### src/verilog/sdbc_pkg.sv
// Shared constants and types for the two-channel block count and argument bank.
package sdbc_pkg;

    // Number of channels and field widths.
    localparam int NUM_CH = 2;
    localparam int CNT_W = 16;
    localparam int ARG_W = 32;

    // Register indices; the byte address is the index shifted left by two.
    localparam logic [31:0] IDX_REMAINING_BLOCKS_CH0 = 32'h4AC00006;
    localparam logic [31:0] IDX_COMMAND_ARGUMENT_CH0 = 32'h4AC00008;
    localparam logic [31:0] IDX_REMAINING_BLOCKS_CH1 = 32'h4A800006;
    localparam logic [31:0] IDX_COMMAND_ARGUMENT_CH1 = 32'h4A800008;
    localparam int IDX_SHIFT = 2;

    // Values after reset, and the read data of unmapped addresses.
    localparam logic [15:0] CNT_RESET = 16'h0000;
    localparam logic [31:0] ARG_RESET = 32'h00000000;
    localparam logic [31:0] RDATA_UNMAPPED = 32'h00000000;

    // Special counter values.
    localparam logic [15:0] CNT_STOP = 16'h0000;
    localparam logic [15:0] CNT_LAST = 16'h0001;
    localparam logic [15:0] CNT_ONE = 16'h0001;

    // Position of the argument inside the outgoing command frame.
    localparam int FRAME_ARG_MSB = 39;
    localparam int FRAME_ARG_LSB = 8;

    // Per-channel transfer state, Gray along idle to run.
    typedef enum logic [0:0] {
        SDBC_IDLE = 1'b0,
        SDBC_RUN = 1'b1
    } sdbc_state_e;

endpackage : sdbc_pkg

### src/verilog/sdbc_chan.sv
// One channel: block counter, argument register and counted-transfer tracking.
module sdbc_chan (
    // Clock and reset.
    input wire logic hclk,
    input wire logic hresetn,
    // Register writes from the bus slave.
    input wire logic wr_cnt,
    input wire logic wr_arg,
    input wire logic [31:0] wdata,
    // Transfer controls from the data engine.
    input wire logic xfer_active,
    input wire logic xfer_start,
    input wire logic block_done,
    input wire logic count_gate_bit,
    input wire logic multi_block_select,
    input wire logic auto_stop_command_enable,
    // Register contents and events.
    output logic [15:0] remaining_blocks,
    output logic [31:0] command_argument,
    output logic transfer_end,
    output logic auto_stop_issue,
    output logic empty_start
);

    sdbc_pkg::sdbc_state_e state;
    sdbc_pkg::sdbc_state_e next_state;
    logic [15:0] next_remaining_blocks;
    logic [31:0] next_command_argument;
    logic next_transfer_end;
    logic next_auto_stop_issue;
    logic next_empty_start;
    logic counted;
    logic wr_cnt_ok;
    logic last_block;

    assign counted = count_gate_bit && multi_block_select;
    // Writes arriving while the engine is busy are dropped so a running count is never corrupted.
    assign wr_cnt_ok = wr_cnt && !xfer_active;
    assign last_block = (state == sdbc_pkg::SDBC_RUN) && xfer_active && block_done && counted
        && (remaining_blocks == sdbc_pkg::CNT_LAST);

    always_comb begin
        next_state = state;
        next_remaining_blocks = remaining_blocks;
        next_command_argument = command_argument;
        next_transfer_end = 1'b0;
        next_auto_stop_issue = 1'b0;
        next_empty_start = 1'b0;
        if (wr_arg) begin
            next_command_argument = wdata;
        end
        if (wr_cnt_ok) begin
            next_remaining_blocks = wdata[15:0];
        end
        case (state)
            sdbc_pkg::SDBC_IDLE: begin
                if (xfer_start && counted) begin
                    if (remaining_blocks == sdbc_pkg::CNT_STOP) begin
                        next_empty_start = 1'b1;
                    end else begin
                        next_state = sdbc_pkg::SDBC_RUN;
                    end
                end
            end
            sdbc_pkg::SDBC_RUN: begin
                if (!xfer_active) begin
                    // Suspend or stop: the untransferred count stays for context save.
                    next_state = sdbc_pkg::SDBC_IDLE;
                end else if (block_done && counted
                        && remaining_blocks != sdbc_pkg::CNT_STOP) begin
                    next_remaining_blocks = remaining_blocks - sdbc_pkg::CNT_ONE;
                    if (last_block) begin
                        next_transfer_end = 1'b1;
                        next_auto_stop_issue = auto_stop_command_enable;
                        next_state = sdbc_pkg::SDBC_IDLE;
                    end
                end
                // With the gate low the count is left untouched.
            end
            default: begin
                next_state = sdbc_pkg::SDBC_IDLE;
            end
        endcase
    end

    always_ff @(posedge hclk or negedge hresetn) begin
        if (!hresetn) begin
            state <= sdbc_pkg::SDBC_IDLE;
            remaining_blocks <= sdbc_pkg::CNT_RESET;
            command_argument <= sdbc_pkg::ARG_RESET;
            transfer_end <= 1'b0;
            auto_stop_issue <= 1'b0;
            empty_start <= 1'b0;
        end else begin
            state <= next_state;
            remaining_blocks <= next_remaining_blocks;
            command_argument <= next_command_argument;
            transfer_end <= next_transfer_end;
            auto_stop_issue <= next_auto_stop_issue;
            empty_start <= next_empty_start;
        end
    end
endmodule : sdbc_chan

### src/verilog/sdbc_bank.sv
// AHB-Lite register bank holding both channels' block counters and arguments.

// Function
// - The counter takes part in ending a transfer only when count gating is on and the transfer is multi-block.
// - The counter drops by one per finished block and the transfer ends when it reaches zero.
// - A counter holding zero at the start of a counted transfer moves no blocks.
// - Writes to the counter are discarded while a data transaction runs.
// - After a suspend the counter keeps the number of blocks still to move.
// - Each channel holds a 32-bit argument sent as frame bits 39 to 8.
// - Two independent channels each have a counter and an argument, both reset to zero.
// - The count gate is transfer-mode bit 1; when low the counter is disabled.
// - With auto stop enabled the stop command is issued after the last counted block.
module sdbc_bank (
    // Clock and reset.
    input wire logic hclk,
    input wire logic hresetn,
    // AHB-Lite slave.
    input wire logic hsel,
    input wire logic [31:0] haddr,
    input wire logic [1:0] htrans,
    input wire logic hwrite,
    input wire logic [2:0] hsize,
    input wire logic [31:0] hwdata,
    input wire logic hready,
    output logic hreadyout,
    output logic hresp,
    output logic [31:0] hrdata,
    // Per-channel transfer controls, index is the channel.
    input wire logic [1:0] xfer_active,
    input wire logic [1:0] xfer_start,
    input wire logic [1:0] block_done,
    input wire logic [1:0] count_gate_bit,
    input wire logic [1:0] multi_block_select,
    input wire logic [1:0] auto_stop_command_enable,
    // Per-channel results.
    output logic [1:0][39:8] frame_argument,
    output logic [1:0] transfer_end,
    output logic [1:0] auto_stop_issue,
    output logic [1:0] empty_start
);

    logic dp_valid;
    logic dp_write;
    logic [29:0] dp_index;
    logic next_dp_valid;
    logic next_dp_write;
    logic [29:0] next_dp_index;
    logic addr_take;
    logic [1:0] hit_cnt;
    logic [1:0] hit_arg;
    logic [1:0] wr_cnt;
    logic [1:0] wr_arg;
    logic [1:0][15:0] remaining_blocks;
    logic [1:0][31:0] command_argument;

    // The printed indices carry one bit above what a 32-bit byte address can hold,
    // so only the low 30 index bits are decoded and the map aliases once.
    function automatic logic [29:0] cnt_index(input int ch);
        logic [31:0] idx;
        idx = (ch == 0) ? sdbc_pkg::IDX_REMAINING_BLOCKS_CH0
            : sdbc_pkg::IDX_REMAINING_BLOCKS_CH1;
        return idx[29:0];
    endfunction : cnt_index

    function automatic logic [29:0] arg_index(input int ch);
        logic [31:0] idx;
        idx = (ch == 0) ? sdbc_pkg::IDX_COMMAND_ARGUMENT_CH0
            : sdbc_pkg::IDX_COMMAND_ARGUMENT_CH1;
        return idx[29:0];
    endfunction : arg_index

    // Zero wait states and an OKAY answer always; unmapped reads return zero.
    assign hreadyout = 1'b1;
    assign hresp = 1'b0;
    assign addr_take = hsel && hready && htrans[1];

    always_comb begin
        next_dp_valid = dp_valid;
        next_dp_write = dp_write;
        next_dp_index = dp_index;
        if (hready) begin
            next_dp_valid = addr_take;
            next_dp_write = hwrite;
            next_dp_index = haddr[31:sdbc_pkg::IDX_SHIFT];
        end
    end

    always_ff @(posedge hclk or negedge hresetn) begin
        if (!hresetn) begin
            dp_valid <= 1'b0;
            dp_write <= 1'b0;
            dp_index <= 30'h00000000;
        end else begin
            dp_valid <= next_dp_valid;
            dp_write <= next_dp_write;
            dp_index <= next_dp_index;
        end
    end

    genvar ch;
    generate
        for (ch = 0; ch < sdbc_pkg::NUM_CH; ch++) begin : g_ch
            assign hit_cnt[ch] = dp_valid && (dp_index == cnt_index(ch));
            assign hit_arg[ch] = dp_valid && (dp_index == arg_index(ch));
            assign wr_cnt[ch] = hit_cnt[ch] && dp_write;
            assign wr_arg[ch] = hit_arg[ch] && dp_write;
            assign frame_argument[ch] = command_argument[ch];

            sdbc_chan u_chan (
                .hclk(hclk),
                .hresetn(hresetn),
                .wr_cnt(wr_cnt[ch]),
                .wr_arg(wr_arg[ch]),
                .wdata(hwdata),
                .xfer_active(xfer_active[ch]),
                .xfer_start(xfer_start[ch]),
                .block_done(block_done[ch]),
                .count_gate_bit(count_gate_bit[ch]),
                .multi_block_select(multi_block_select[ch]),
                .auto_stop_command_enable(auto_stop_command_enable[ch]),
                .remaining_blocks(remaining_blocks[ch]),
                .command_argument(command_argument[ch]),
                .transfer_end(transfer_end[ch]),
                .auto_stop_issue(auto_stop_issue[ch]),
                .empty_start(empty_start[ch])
            );

        end
    endgenerate

    // Read data is a mux of flops; a counter read mid-transfer shows the live count.
    always_comb begin
        hrdata = sdbc_pkg::RDATA_UNMAPPED;
        if (dp_valid && !dp_write) begin
            if (hit_cnt[0]) begin
                hrdata = {16'h0000, remaining_blocks[0]};
            end else if (hit_cnt[1]) begin
                hrdata = {16'h0000, remaining_blocks[1]};
            end else if (hit_arg[0]) begin
                hrdata = command_argument[0];
            end else if (hit_arg[1]) begin
                hrdata = command_argument[1];
            end else begin
                hrdata = sdbc_pkg::RDATA_UNMAPPED;
            end
        end
    end
endmodule : sdbc_bank

### config.mk
export PLATFORM = sky130hd
export DESIGN_NAME = sdbc_bank
export DESIGN_NICKNAME = d
export VERILOG_FILES = /design/src/verilog/sdbc_pkg.sv /design/src/verilog/sdbc_chan.sv /design/src/verilog/sdbc_bank.sv
export SDC_FILE = /design/constraint.sdc
export NUM_CORES = 1
export LEC_CHECK = 0
export ABC_CLOCK_PERIOD_IN_PS = 3500
export BUFFER_PORTS_ARGS = -buffer_cell sky130_fd_sc_hd__buf_2
export CAP_MARGIN = 40
export CORE_MARGIN = 1
export CORE_UTILIZATION = 30
export CTS_CLUSTER_DIAMETER = 200
export CTS_CLUSTER_SIZE = 10
export DETAILED_ROUTE_END_ITERATION = 12
export PLACE_DENSITY = 0.56
export SKIP_LAST_GASP = 1
export SLEW_MARGIN = 10
export SYNTH_ARGS = -nofsm -noshare
export SYNTH_HDL_FRONTEND = slang
export SYNTH_HIERARCHICAL = 1
export SYNTH_SLANG_ARGS = --single-unit
export TNS_END_PERCENT = 50
### constraint.sdc
create_clock -name hclk -period 3.5 [get_ports hclk]
set_input_delay 1.05 -clock hclk [delete_from_list [all_inputs] [get_ports hclk]]
set_output_delay 1.05 -clock hclk [all_outputs]
set_load 0.01 [all_outputs]
==> results.tsv <==
metric	value	unit
status	finished, violations left	
violations	setup timing	
cts_tree	yes	
layout-drive-gt1-share	45.05	%
worst_path_largest_cell_delay	590	ps
clock_tree.root_cell	clkbuf_16	
crit_type	reg -> out	
rsz0062_at_grt	yes	
hold_viol_final	0	
drv_cap	0	
synth-seq-cells	136	
synth_cells	632	
dr.pass1.iters	5	
start_util	30.93	%
cts_num_sinks	136	
wire_per_inst	19.73	um
synthTopCellsByArea	dfrtp_1 48%, mux2_2 12%, mux2_1 3.2%	
instances_no_fill	1152	
setup_viol	32	
nets	916	
cp_max_fo	4	
cp.required	2450	ps
die_h	155.7	um
yosysWarnings	6	
row_count	55	
fillers	2258	
power.total	4.200	mW
area_growth	33.17	%
fin_tns_setup	-1630	ps
num_io_pins	190	
grt_pass1_vias	6019	
ys_types	58	
synth.cell_area	7087	um^2
cp.arrival	2560	ps
clkLatencyLatePin	430	ps
drtAntennaViolNets	0	
async_flop_share	100.0	%
tightestPinTransition	799.5	ps
fin_crit_sh	103.3	%
ir_worst_vdd	0.3121	mV
grt_max_degree	70	
fin_ws	-113.9	ps
worst_setup_path_start_kind	register	
cp_slowest_cell	or4_4	
die_area	24240	um^2
hold_ws	498.3	ps
vias_per_cell	5.299	
drtIter0Drc	422	
die_w	155.7	um
grt_overflow	0	
hp-class	reg -> reg	
clockBufferDepth	2	
dp.cells	1109	
antenna_found_initial	1	
cts_made_buffers	17	
path_clk_slew	70	ps
synth_ff_type	dfrtp_1	
yosysSeqAreaShare	48.02	%
layout_min_cycle_time	3614	ps
yosysTopAreaCell	dfrtp_1	
yosysTopAreaCellShare	48.02	%
grt_pass1_wl	34670	um
grt.total_usage	18.80	%
p_per_area	445.0	nW/um^2
maxSlewViolCount	0	
crit_chain	nor4_2 -> nand4_1 -> buf_6 -> or4_4 -> buf_12 -> nor4_4 -> buf_2	
syn_area_per_cell	11.21	um^2
synth-edff-count	0	
num_vias	6105	
core	22920	um^2
hpwlAfterDp	15830	um
fmax	0.2767	GHz
drt-total-wl	22730	um
drc	0	
diodes	0	
cp-end-kind	output pin	
gp_congestion	0.8633	
htreeDepth	4	
clock_skew	17.91	ps
max_slew_margin	46.50	%
port_buffers	181	
synth_fp_nets	722	
p_leak	4.576	nW
[worst max-delay path: cells and delay by family, from the launching register on]
kind                   cells  cell delay [ps]
buffers and inverters      3              520
AND/OR/NAND/NOR            4             1220
flip-flops                 1              380
[cells in the mapped netlist, types with 3 or more instances]
cell       instances
o221a_1            6
nor2_1            48
or4_4              5
nand4_1            7
a2111oi_0          5
nor3b_1            6
o21ai_1            4
o21a_1            12
o211ai_1           4
nor3_1            17
nor4_1            24
a41oi_1            4
a221o_1            6
clkbuf_1          17
or3b_1             3
a21oi_1           30
mux2_2            74
and3_1            18
buf_6              5
or2_1              3
and2_1             4
mux2_1            20
dfrtp_1          136
ha_1               4
a2111oi_2          9
nor4b_1            3
nor2_4             3
buf_2              7
o21ai_0           20
buf_1             10
nor4b_2            4
mux2i_1           18
buf_4              5
nand3_1           19
nand2_1           17
nand2b_1           5
inv_1             10
o22ai_1            4
[layer usage]
metal  share of wire [%]  routed length, um  GRT usage (%)
met1                  44              10070          24.17
met2                  45              10280          29.96
met3                 8.9               2030          6.333
met4                 1.5                346          5.369
met5               0.035                  8              0
[area by class of cell]
| cell class | instances | area (um^2) | share of cell area (%) |
|---|---|---|---|
| multi-input combinational | 443 | 3746 | 39.69 |
| sequential | 136 | 3405 | 36.07 |
| timing repair buffer | 218 | 1280 | 13.56 |
| clock buffer | 18 | 439.2 | 4.653 |
| tap | 313 | 391.6 | 4.150 |
| clock inverter | 14 | 138.9 | 1.472 |
| inverter | 10 | 37.54 | 0.3977 |
[report_power, final]
part	internal [mW]	switching [mW]	total, mW
clock network	1.01	0.765	1.78
logic	0.238	0.292	0.530
registers	1.69	0.201	1.89
[stage by stage]
stage / util (%) / instance area, um^2 / setup WS (ps)
floorplan: - / 7087 / 578.5
global placement: 36.67 / 8403 / 174.8
detailed placement: 36.67 / 8403 / 124.0
CTS: 39.81 / 9124 / -122.6
global route: 41.18 / 9438 / -187.1
finish: 41.18 / 9438 / -113.9
[final timing paths]
| kind | cells past startpoint | from | to | slack [ps] |
|---|---|---|---|---|
| hold / removal | 1 | dp_index[24] | dp_index[24] | 500 |
| setup reg to reg | 11 | dp_index[14] | g_ch[0].u_chan/remaining_blocks[11] | 120 |
| min in group asynchronous | 1 | hresetn | g_ch[0].u_chan/state | 630 |
| max in group asynchronous | 2 | hresetn | g_ch[1].u_chan/command_argument[13] | 2120 |
| hold reg to reg | 1 | dp_index[24] | dp_index[24] | 500 |
| setup / recovery | 7 | dp_index[14] | hrdata[19] | -110 |
[cells by family (layout without fill, tap and decap cells)]
group | after synthesis | in the layout | share of synthesized area [%]
flops | 136 | 136 | 48.02
simple gates | 200 | 201 | 16.90
other cells | 2 | 2 | 0.1060
compound gates | 124 | 124 | 13.01
fa+ha+maj | 4 | 4 | 0.7062
buf+inv | 54 | 260 | 3.778
mux | 112 | 112 | 17.48
[placed cells by master, fill, tap and decap left out, types with 18 or more instances in the layout]
master,Yosys,layout
dfrtp_1,136,135
nor2_1,48,47
buf_2,7,179
nand3_1,19,19
mux2i_1,18,18
clkbuf_16,0,18
mux2_2,74,74
buf_4,5,30
o21ai_0,20,20
nor4_4,2,18
and3_1,18,18
a21oi_1,30,30
mux2_1,20,20
[registers in the layout, summed over array words and instances (netlist names)]
register                      cells
dp_write                          1
dp_index                         30
g_ch.u_chan/state                 2
g_ch.u_chan/remaining_blocks     32
g_ch.u_chan/empty_start           2
g_ch.u_chan/transfer_end          2
dp_valid                          1
g_ch.u_chan/auto_stop_issue       2
g_ch.u_chan/command_argument     64
[repair_timing]
action | 4_1_cts | 5_1_grt
hold buffers | 0 | 0
pin swaps | 4 | 20
setup endpoints to repair | 32 | 32
gates cloned | 0 | 2
buffers inserted | 7 | 2
resized for setup | 13 | 36
Power figures use the tool's default switching activity.
